==> src/shared/srt_cfg.svh <==
// register offsets, field positions and reset values for the reload timer
// assumes a byte-addressed register port with 16-bit data
`ifndef SRT_CFG_SVH
`define SRT_CFG_SVH

// ==========================================================================
// register map
`define SRT_ADDR_W            8
`define SRT_OFF_COUNT         8'h62
`define SRT_OFF_RELOAD        8'h64
`define SRT_OFF_CONTROL       8'h66
`define SRT_OFF_IRQ           8'h68
`define SRT_OFF_BASE_DIV      8'h6A

// ==========================================================================
// control fields
`define SRT_CTL_SEL_LSB       0
`define SRT_CTL_SEL_MSB       2
`define SRT_CTL_RUN_BIT       3
`define SRT_CTL_OUT_BIT       7
`define SRT_CTL_RESET         8'h70
`define SRT_CTL_ONES          8'h70

// ==========================================================================
// interrupt register fields
`define SRT_IRQ_REQ_BIT       0
`define SRT_IRQ_EN_BIT        1
`define SRT_IRQ_PRI_LSB       2
`define SRT_IRQ_PRI_MSB       3
`define SRT_IRQ_VECTOR        16'h001A

// ==========================================================================
// base clock divider
`define SRT_DIV_RESET         8'hF0
`define SRT_DIV_ONES          8'hF0

`endif

==> src/shared/srt_pkg.sv <==
// types shared by the reload timer modules
// assumes srt_cfg.svh is on the include path
package srt_pkg;

  // ==========================================================================
  // count clock selector codes
  typedef enum logic [2:0] {
    SRT_SEL_DIV1,
    SRT_SEL_DIV2,
    SRT_SEL_DIV4,
    SRT_SEL_DIV8,
    SRT_SEL_DIV32,
    SRT_SEL_DIV256,
    SRT_SEL_EVT_RISE,
    SRT_SEL_EVT_FALL
  } srt_sel_e;

  // ==========================================================================
  // register port request
  typedef struct packed {
    logic [7:0]  addr;
    logic [15:0] wdata;
    logic        wr;
    logic        rd;
  } srt_req_s;

  // ==========================================================================
  // overflow interrupt signals toward the interrupt controller
  typedef struct packed {
    logic        request;
    logic        enable;
    logic [1:0]  priority_lvl;
    logic [15:0] vector;
  } srt_irq_s;

endpackage

==> src/hw/srt_base_clock.sv <==
// prescaled base clock: a 4-bit reload divider on the cpu clock and a tap counter
// assumes the divider reload value is written by the timer's register port
`timescale 1ns/1ps
`include "srt_cfg.svh"
module srt_base_clock
  import srt_pkg::*;
(
  // clock and reset
  input  wire logic       clk,
  input  wire logic       resetn,
  // divider reload value
  input  wire logic [3:0] div_reload,
  // one-cycle strobes: base tick and its divided taps
  output logic            base_tick,
  output logic [7:0]      tap_tick
);

  logic [3:0] div_r;
  logic [3:0] div_nxt;
  logic [7:0] tap_r;
  logic [7:0] tap_nxt;
  wire        div_wrap = (div_r == 4'hF);

  // ==========================================================================
  // divider counts up to all ones then reloads, giving 1/(16-reload)
  assign div_nxt = div_wrap ? div_reload : div_r + 4'h1;
  assign tap_nxt = div_wrap ? tap_r + 8'h01 : tap_r;

  // tap k fires when the low k+1 bits of the tap counter are all ones and about to roll over
  genvar k;
  for (k = 0; k < 8; k++) begin : g_tap
    assign tap_tick[k] = div_wrap && (tap_r[k:0] == {(k+1){1'b1}});
  end
  assign base_tick = div_wrap;

  always_ff @(posedge clk) begin
    if (!resetn) begin
      div_r <= 4'(`SRT_DIV_RESET);
      tap_r <= 8'h00;
    end else begin
      div_r <= div_nxt;
      tap_r <= tap_nxt;
    end
  end

endmodule

==> src/hw/srt_timer.sv <==
// 16-bit auto-reload timer with count clock selector, output toggle and overflow request
// assumes a single-cycle register port and an event input synchronous to clk
`timescale 1ns/1ps
`include "srt_cfg.svh"
module srt_timer
  import srt_pkg::*;
(
  // clock and reset
  input  wire logic        clk,
  input  wire logic        resetn,
  // register port
  input  wire srt_req_s    req,
  output logic [15:0]      rdata,
  // event input and timer output
  input  wire logic        event_input,
  output logic             timer_out,
  // overflow interrupt
  output srt_irq_s         irq
);

  // ==========================================================================
  // registers
  logic [15:0] count_r;
  logic [15:0] count_nxt;
  logic [15:0] reload_r;
  logic [15:0] reload_nxt;
  logic [7:0]  ctl_r;
  logic [7:0]  ctl_nxt;
  logic        req_flag_r;
  logic        req_flag_nxt;
  logic        irq_en_r;
  logic [1:0]  irq_pri_r;
  logic [3:0]  div_reload_r;
  logic [15:0] rdata_r;
  logic [15:0] rdata_nxt;
  logic        timer_out_r;
  logic        evt_fall_r;
  logic        evt_prev_r;

  // ==========================================================================
  // decode
  function automatic logic hit(input logic [7:0] a, input logic [7:0] off);
    return a == off;
  endfunction

  wire wr_count  = req.wr && hit(req.addr, `SRT_OFF_COUNT);
  wire wr_reload = req.wr && hit(req.addr, `SRT_OFF_RELOAD);
  wire wr_ctl    = req.wr && hit(req.addr, `SRT_OFF_CONTROL);
  wire wr_irq    = req.wr && hit(req.addr, `SRT_OFF_IRQ);
  wire wr_div    = req.wr && hit(req.addr, `SRT_OFF_BASE_DIV);

  // ==========================================================================
  // count clock
  logic       base_tick;
  logic [7:0] tap_tick;

  srt_base_clock u_base (
    .clk        (clk),
    .resetn     (resetn),
    .div_reload (div_reload_r),
    .base_tick  (base_tick),
    .tap_tick   (tap_tick)
  );

  // event level is captured on the falling edge and edge-detected on the rising one
  always_ff @(negedge clk) begin
    evt_fall_r <= event_input;
  end

  wire      evt_rise_edge = evt_fall_r && !evt_prev_r;
  wire      evt_fall_edge = !evt_fall_r && evt_prev_r;
  srt_sel_e sel;
  logic     count_tick;
  assign sel = srt_sel_e'(ctl_r[`SRT_CTL_SEL_MSB:`SRT_CTL_SEL_LSB]);

  always_comb begin
    case (sel)
      SRT_SEL_DIV1:     count_tick = base_tick;
      SRT_SEL_DIV2:     count_tick = tap_tick[0];
      SRT_SEL_DIV4:     count_tick = tap_tick[1];
      SRT_SEL_DIV8:     count_tick = tap_tick[2];
      SRT_SEL_DIV32:    count_tick = tap_tick[4];
      SRT_SEL_DIV256:   count_tick = tap_tick[7];
      SRT_SEL_EVT_RISE: count_tick = evt_rise_edge;
      SRT_SEL_EVT_FALL: count_tick = evt_fall_edge;
      default:          count_tick = 1'b0;
    endcase
  end

  // ==========================================================================
  // counter, reload and overflow
  wire running  = ctl_r[`SRT_CTL_RUN_BIT];
  wire step     = running && count_tick;
  wire overflow = step && (count_r == 16'hFFFF);

  // a software write in the same cycle as a step wins over the step
  assign count_nxt = wr_count ? req.wdata :
                     overflow ? reload_r :
                     step     ? count_r + 16'h0001 :
                                count_r;
  assign reload_nxt = (wr_count || wr_reload) ? req.wdata : reload_r;

  // write sets the new level; the toggle then applies on top of it, so an overflow
  // coinciding with a read-modify-write may lose a toggle
  wire [7:0] ctl_wr = wr_ctl ? (req.wdata[7:0] | `SRT_CTL_ONES) : ctl_r;
  assign ctl_nxt = overflow ? (ctl_wr ^ (8'h01 << `SRT_CTL_OUT_BIT)) : ctl_wr;

  // hardware set wins over software clear
  wire sw_clr_req = wr_irq && !req.wdata[`SRT_IRQ_REQ_BIT];
  assign req_flag_nxt = overflow ? 1'b1 : (sw_clr_req ? 1'b0 : req_flag_r);

  // ==========================================================================
  // read mux
  always_comb begin
    rdata_nxt = 16'h0000;
    if (req.rd) begin
      case (req.addr)
        `SRT_OFF_COUNT:    rdata_nxt = count_r;
        `SRT_OFF_RELOAD:   rdata_nxt = reload_r;
        `SRT_OFF_CONTROL:  rdata_nxt = {8'h00, ctl_r | `SRT_CTL_ONES};
        `SRT_OFF_IRQ:      rdata_nxt = {12'h000, irq_pri_r, irq_en_r, req_flag_r};
        `SRT_OFF_BASE_DIV: rdata_nxt = {8'h00, `SRT_DIV_ONES | {4'h0, div_reload_r}};
        default:           rdata_nxt = 16'h0000;
      endcase
    end
  end

  // ==========================================================================
  // state without reset
  always_ff @(posedge clk) begin
    count_r    <= count_nxt;
    reload_r   <= reload_nxt;
    evt_prev_r <= evt_fall_r;
  end

  // ==========================================================================
  // state with reset
  always_ff @(posedge clk) begin
    if (!resetn) begin
      ctl_r        <= `SRT_CTL_RESET;
      req_flag_r   <= 1'b0;
      irq_en_r     <= 1'b0;
      irq_pri_r    <= 2'b00;
      div_reload_r <= 4'(`SRT_DIV_RESET);
      rdata_r      <= 16'h0000;
      timer_out_r  <= 1'b0;
    end else begin
      ctl_r        <= ctl_nxt;
      req_flag_r   <= req_flag_nxt;
      rdata_r      <= rdata_nxt;
      timer_out_r  <= ctl_nxt[`SRT_CTL_OUT_BIT];
      if (wr_irq) begin
        irq_en_r  <= req.wdata[`SRT_IRQ_EN_BIT];
        irq_pri_r <= req.wdata[`SRT_IRQ_PRI_MSB:`SRT_IRQ_PRI_LSB];
      end
      if (wr_div) begin
        div_reload_r <= req.wdata[3:0];
      end
    end
  end

  // ==========================================================================
  // outputs
  assign rdata     = rdata_r;
  assign timer_out = timer_out_r;
  // one assignment drives the whole struct, so it has a single driver
  assign irq = '{request:      req_flag_r,
                 enable:       irq_en_r,
                 priority_lvl: irq_pri_r,
                 vector:       `SRT_IRQ_VECTOR};

endmodule

==> config.mk <==
export PLATFORM = sky130hd
export DESIGN_NAME = srt_timer
export DESIGN_NICKNAME = d
export VERILOG_FILES = /design/src/shared/srt_pkg.sv /design/src/hw/srt_base_clock.sv /design/src/hw/srt_timer.sv
export VERILOG_INCLUDE_DIRS = /design/src /design/src/shared
export SDC_FILE = /design/constraint.sdc
export NUM_CORES = 1
export LEC_CHECK = 0
export BUFFER_PORTS_ARGS = -buffer_cell sky130_fd_sc_hd__buf_2
export CELL_PAD_IN_SITES_DETAIL_PLACEMENT = 0
export CELL_PAD_IN_SITES_GLOBAL_PLACEMENT = 1
export CORE_ASPECT_RATIO = 2
export CORE_MARGIN = 3
export CORE_UTILIZATION = 47
export DETAILED_ROUTE_END_ITERATION = 12
export PLACE_DENSITY = 0.89
export SETUP_SLACK_MARGIN = 0.15
export SLEW_MARGIN = 5
export SYNTH_ARGS = -nofsm -noshare
export SYNTH_HDL_FRONTEND = slang
export SYNTH_SLANG_ARGS = --single-unit
==> constraint.sdc <==
create_clock -name clk -period 4.6 [get_ports clk]
set_input_delay 0.69 -clock clk [delete_from_list [all_inputs] [get_ports clk]]
set_output_delay 0.69 -clock clk [all_outputs]
set_load 0.03 [all_outputs]
==> results of run 1 <==
[path summary, 6_finish.rpt]
kind,from,endpoint,slack [ns]
worst max-delay path,evt_fall_r,count_r[9],0.33
worst min-delay path,div_reload_r[0],div_reload_r[0],0.48
worst max register to register,evt_fall_r,count_r[9],0.33
worst min register to register,div_reload_r[0],div_reload_r[0],0.48
[Yosys cell counts (all sizes together), types with 2 or more instances]
cell type,n
a211oi,2
a21boi,3
a21oi,28
a222oi,2
a22oi,13
a31oi,15
and2,3
and3,7
and3b,2
and4,10
buf,34
clkbuf,9
conb,2
dfxtp,43
edfxtp,32
ha,6
inv,3
mux2i,3
nand2,52
nand2b,3
nand3,22
nand4,8
nor2,23
nor2b,2
nor3,2
nor3b,2
nor4,10
nor4b,2
o21ai,6
o31ai,10
xnor2,8
xor2,9
[layer usage]
| layer | routed length [um] | vias to the layer above | share of wire | global-route usage |
|---|---|---|---|---|
| li1 | - | 1481 | - | - |
| met1 | 3420 | 1515 | 0.35 | 0.213 |
| met2 | 5510 | 102 | 0.56 | 0.401 |
| met3 | 404 | 33 | 0.041 | 0.0510 |
| met4 | 464 | 0 | 0.047 | 0.126 |
| met5 | 0 | - | 0 | 0 |
[where the power goes]
| group | switching, mW | internal (mW) |
|---|---|---|
| Combinational | 0.0415 | 0.0153 |
| Sequential | 0.00349 | 0.695 |
| Clock | 0.259 | 0.433 |
| Total | 0.304 | 1.14 |
[worst register-to-register path, cell delays in order (launching register included)]
cell	delay (ns)
dfxtp_1	0.33
nor3b_1	0.20
o21ai_1	0.14
o311a_1	0.17
o21ai_1	0.45
buf_4	0.31
[kinds of logic after synthesis]
| kind of cell | count (synthesis) |
|---|---|
| DFF | 75 |
| other | 2 |
| AOI/OAI and AO/OA | 89 |
| adders and majority gates | 6 |
| and+or+nand+nor | 149 |
| xor gates and xnor gates | 17 |
| buffers and inverters | 46 |
| muxes | 3 |
[per-stage QoR]
stage	area, um2	utilization	setup WS, ns	std cells
6_report	4330	0.542	0.332	525
2_1_floorplan	3920	-	0.192	401
5_1_grt	4330	0.542	0.226	525
3_5_place_dp	4050	0.506	0.407	509
4_1_cts	4330	0.542	0.355	525
3_3_place_gp	4050	0.506	0.491	509
[flip-flops by register name, summed over array words and instances (netlist names)]
| name | flops |
|---|---|
| count_r | 16 |
| ctl_r | 5 |
| div_reload_r | 4 |
| evt_fall_r | 1 |
| evt_prev_r | 1 |
| irq_en_r | 1 |
| irq_pri_r | 2 |
| rdata | 16 |
| reload_r | 16 |
| req_flag_r | 1 |
| u_base.div_r | 4 |
| u_base.tap_r | 8 |
[cell type report]
| cell class | count | area (um2) | share of cell area |
|---|---|---|---|
| Clock buffer | 13 | 250 | 0.0578 |
| Clock inverter | 4 | 41.3 | 0.00953 |
| Sequential cell | 75 | 1820 | 0.420 |
| Inverter | 2 | 7.51 | 0.00173 |
| Multi-Input combinational cell | 280 | 1800 | 0.416 |
| Timing Repair Buffer | 55 | 290 | 0.0670 |
| Tap cell | 96 | 120 | 0.0277 |
==> summary.md, run 1 <==
| Metric | Value |
|---|---|
| CTS tree | built |
| PostCTS Resize Cnt | 0 |
| Starting Density | 0.484 |
| Relative slew slack | 0.369 |
| Crit path largest cell delay | 0.45 ns |
| Top_reg_cell synth | dfxtp_1 |
| WP depth | 5 |
| # hold bufs at CTS | 0 |
| Leakage power | 1.55 nW |
| Power after layout | 1.45 mW |
| # rows | 46 |
| Slew Viols, Final | 0 |
| Syn avg cell area | 10.0 um2 |
| Critical Path RT | 4.63 ns |
| Sequential area share after synthesis | 0.471 |
| Initial antenna violation count | 0 |
| Largest family of logic cells by synthesized area | simple AND/OR/NAND/NOR gates |
| Iteration count of the initial detailed-routing pass | 5 |
| Vias in the first global route | 3124 |
| Seq cells post-synth | 75 |
| DRC Markers | 0 |
| Hold path cells | 2 |
| Post-Route WL | 9.80 mm |
| Hold WC Path Type | reg -> reg |
| Routed via count | 3131 |
| Mapped Cells | 387 |
| Synth Area in Adders | 0.0194 |
| Cts bufs inserted | 9 |
| Crit path cell chain | nor3b_1 -> o21ai_1 -> o311a_1 -> o21ai_1 -> buf_4 |
| Die area | 9430 um2 |
| Worst EP arrival | 4.30 ns |
| Most common cell type on the critical path | o21ai_1 |
| Worst-Margin Slew | 0.944 ns |
| Fillers | 726 |
| Largest net degree at the start of global routing | 25 |
| Mux cell area share after synthesis | 0.00776 |
| Clk_skew | 0.0564 ns |
| Cell Pwr Density | 334 nW/um2 |
| Cell taking the most area after synthesis | edfxtp_1 |
| Setup crit start kind | flip-flop |
| Antenna viol nets, final | 0 |
| CTS root buf | clkbuf_16 |
| First-pass GRT wire length | 15.6 mm |
| I/O pin total | 66 |
| PortBufs | 49 |
| Routed vias/inst | 5.96 |
| Die Span X | 70.2 um |
| Status | finished clean |
| Complex-gate fraction of the synthesized area | 0.164 |
| Clk slew on worst S/H paths | 0.06 ns |
| Crit. End Element | flip-flop |
| Commonest non-fill, non-tap cells in the layout | 52 x nand2_1, 49 x buf_2, 43 x dfxtp_1, 32 x edfxtp_1, 24 x a21oi_1 |
| Buffers and inverters on the worst path | 1 |
| Setup-failing EPs final | 0 |
| Yosys warning count | 0 |
| GRT Overall Usage | 0.216 |
| Detail Placement HPWL | 7.08 mm |
| Routed length per placed instance | 18.7 um |
| Core area | 8000 um2 |
| Post-synthesis simple-gate area fraction | 0.220 |
| Post-CTS Setup Bufs | 0 |
| H-tree Lvls | 3 |
| Layout cell share with drive strength beyond 1 | 0.205 |
| Netlist cell types | 52 |
| Largest cells by area after synthesis | edfxtp_1 25%, dfxtp_1 22%, nand2_1 5.0% |
| FFs w/ async S/R, synth | 0 |
| R2R cell count | 5 |
| Critical setup path kind | reg -> reg |
| VDD IR max | 0.193 mV |
| EDFF count, synth | 32 |
| Commonest non-fill, non-tap cell in the layout | nand2_1 |
| CP Max Fanout | 11 |
| Mapped Area | 3870 um2 |
| Delay-heaviest family, CP | compound AO/OA/AOI/OAI gates |
| Clk buf depth | 2 |
| Hold WS | 0.478 ns |
| Clk_lat worst skew | 0.39 ns |
| Area grow syn2layout | 11.9% |
| Top-area cell type share of the netlist area | 0.248 |
| Die height | 134 um |
| RSZ-0062 raised after global routing | no |
| Overflow after GRT | 0 |
| Detailed Route Iter0 Violations | 237 |
| Hold violation count in the final report | 0 |
| Final Net Count | 459 |
| Antenna cells | 0 |
| GP Congestion | 0.916 |
| CTS Sinks | 75 |
| Setup TNS | 0 ns |
| Max-cap check violation count | 0 |
| Crit-path slowest cell | o21ai_1 |
| Post-Synth XOR/XNOR Area | 0.0385 |
Note: power is estimated with default switching activity, not from simulation.
==> inputs of run 2 (changes only) <==
GPL_ROUTABILITY_DRIVEN = 0   (was unset)
PLACE_DENSITY = unset   (was 0.89)
PLACE_DENSITY_LB_ADDON = 0.25   (was unset)
==> summary.md, run 2 (synthesis gave the netlist of run 1 again) <==
| Metric | Value |
|---|---|
| Initial antenna violation count | 0 (unchanged) |
| Detailed Route Iter0 Violations | 260 (was 237) |
| CTS tree | built (unchanged) |
| Hold Path Origin | div_reload_r[0] (unchanged) |
| WHS Endpoint | div_reload_r[0] (unchanged) |
| Antenna cells | 0 (unchanged) |
| Post-CTS Setup Bufs | 0 (unchanged) |
| Finished Layout Cells | 525 (unchanged) |
| Setup-failing EPs final | 0 (unchanged) |
| Clk_lat worst skew | 0.39 ns (about the same) |
| Status | finished clean (unchanged) |
| Critical Path RT | 4.70 ns (was 4.63 ns) |
| VDD IR max | 0.185 mV (was 0.193 mV) |
| Routed vias/inst | 5.80 (was 5.96) |
| Vias in the first global route | 3136 (was 3124) |
| Reg-to-Reg End | count_r[3] (was count_r[9]) |
| Delay-heaviest family, CP | compound AO/OA/AOI/OAI gates (unchanged) |
| Fillers | 731 (was 726) |
| First-pass GRT wire length | 15.9 mm (was 15.6 mm) |
| Setup crit start kind | flip-flop (unchanged) |
| PortBufs | 49 (unchanged) |
| Commonest non-fill, non-tap cells in the layout | 52 x nand2_1, 49 x buf_2, 43 x dfxtp_1, 32 x edfxtp_1, 24 x a21oi_1 (unchanged) |
| Clk buf depth | 2 (unchanged) |
| Overflow after GRT | 0 (unchanged) |
| H-tree Lvls | 3 (unchanged) |
| PostCTS Resize Cnt | 0 (unchanged) |
| Routed length per placed instance | 18.6 um (was 18.7 um) |
| CTS root buf | clkbuf_16 (unchanged) |
| Slew Viols, Final | 0 (unchanged) |
| Largest net degree at the start of global routing | 25 (unchanged) |
| # rows | 46 (unchanged) |
| Crit. End Element | flip-flop (unchanged) |
| Core area | 8000 um2 (unchanged) |
| Die area | 9430 um2 (unchanged) |
| Die Span X | 70.2 um (unchanged) |
| GRT Overall Usage | 0.217 (was 0.216) |
| Commonest non-fill, non-tap cell in the layout | nand2_1 (unchanged) |
| Starting Density | 0.484 (unchanged) |
| Crit-path slowest cell | dfxtp_1 (was o21ai_1) |
| Clk_skew | 0.0483 ns (was 0.0564 ns) |
| Relative slew slack | 0.130 (was 0.369) |
| Crit path largest cell delay | 0.32 ns (was 0.45 ns) |
| DRC Markers | 0 (unchanged) |
| Hold violation count in the final report | 0 (unchanged) |
| R2R cell count | 6 (was 5) |
| Worst EP arrival | 4.28 ns (was 4.30 ns) |
| Routed via count | 3046 (was 3131) |
| Post-Route WL | 9.76 mm (was 9.80 mm) |
| Cts bufs inserted | 9 (unchanged) |
| Crit path cell chain | and3b_1 -> o21ai_1 -> o311a_1 -> buf_4 -> o21ai_1 -> buf_4 (was nor3b_1 -> o21ai_1 -> o311a_1 -> o21ai_1 -> buf_4) |
| CP Max Fanout | 11 (unchanged) |
| Critical setup path kind | reg -> reg (unchanged) |
| Max-cap check violation count | 0 (unchanged) |
| Hold WC Path Type | reg -> reg (unchanged) |
| Detail Placement HPWL | 7.02 mm (was 7.08 mm) |
| Die height | 134 um (unchanged) |
| Worst-Margin Slew | 1.30 ns (was 0.944 ns) |
| Cell Pwr Density | 345 nW/um2 (was 334 nW/um2) |
| Buffers and inverters on the worst path | 2 (was 1) |
| Leakage power | 1.58 nW (was 1.55 nW) |
| I/O pin total | 66 (unchanged) |
| Hold path cells | 2 (unchanged) |
| R2R Setup Slk | 0.42 ns (was 0.33 ns) |
| Setup TNS | 0 ns (unchanged) |
| Antenna viol nets, final | 0 (unchanged) |
| Iteration count of the initial detailed-routing pass | 4 (was 5) |
| RSZ-0062 raised after global routing | no (unchanged) |
| Clk slew on worst S/H paths | 0.06 ns (about the same) |
| Area grow syn2layout | 13.1% (was 11.9%) |
| Layout cell share with drive strength beyond 1 | 0.217 (was 0.205) |
| Final Net Count | 459 (unchanged) |
| Inst Count DP | 509 (unchanged) |
| R2r startpoint | evt_fall_r (unchanged) |
| CTS Sinks | 75 (unchanged) |
| # hold bufs at CTS | 0 (unchanged) |
[run 2: changes by cell type in the layout (fill, tap and decap cells not counted), sizes merged]
cell | previous run | this run
clkbuf | 13 | 12
inv | 3 | 4
[run 2: per-stage QoR]
step	instance area, um2	utilization	power, mW	worst slack [ns]	hold WS [ns]
4_1_cts	4380	0.547	1.52	0.396	0.483
2_1_floorplan	3920	-	0.759	0.192	0.445
3_5_place_dp	4050	0.506	0.772	0.445	0.474
3_3_place_gp	4050	0.506	0.771	0.494	0.463
5_1_grt	4380	0.547	1.56	0.279	0.519
6_report	4380	0.547	1.51	0.422	0.481
[run 2: power breakdown]
part           internal, mW  total (mW)  switching [mW]
clock                 0.487       0.756           0.268
combinational        0.0154      0.0568          0.0414
sequential            0.695       0.699         0.00350
[run 2: how the worst max path moves through the flow]
stage | from | endpoint | slack, ns | cells after the start
5_1_grt | evt_fall_r | count_r[14] | 0.28 | 6
4_1_cts | evt_fall_r | count_r[14] | 0.40 | 6
2_1_floorplan | evt_fall_r | count_r[0] | 0.19 | 5
3_3_place_gp | evt_fall_r | count_r[4] | 0.49 | 6
3_5_place_dp | evt_fall_r | count_r[14] | 0.44 | 6
6_report | evt_fall_r | count_r[3] | 0.42 | 6
[run 2: routing by layer]
| metal | share of wire | global-route usage | vias up |
|---|---|---|---|
| met5 | 0 | 0 | - |
| met4 | 0.023 | 0.0970 | 0 |
| met3 | 0.035 | 0.0383 | 13 |
| met2 | 0.58 | 0.408 | 75 |
| met1 | 0.36 | 0.231 | 1486 |
| li1 | - | - | 1472 |
[run 2: area by class of cell]
type	instances	area, um2	share of cell area
multi-input combinational	280	1800	0.412
tap	96	120	0.0274
sequential	75	1820	0.416
inverter	2	7.51	0.00172
clock inverter	5	35.0	0.00800
timing repair buffer	55	290	0.0663
clock buffer	12	300	0.0686
[run 2: worst register-to-register path: stages (launching register included)]
cell     delay (ns)
dfxtp_1        0.32
and3b_1        0.18
o21ai_1        0.24
o311a_1        0.26
buf_4          0.24
o21ai_1        0.12
buf_4          0.24
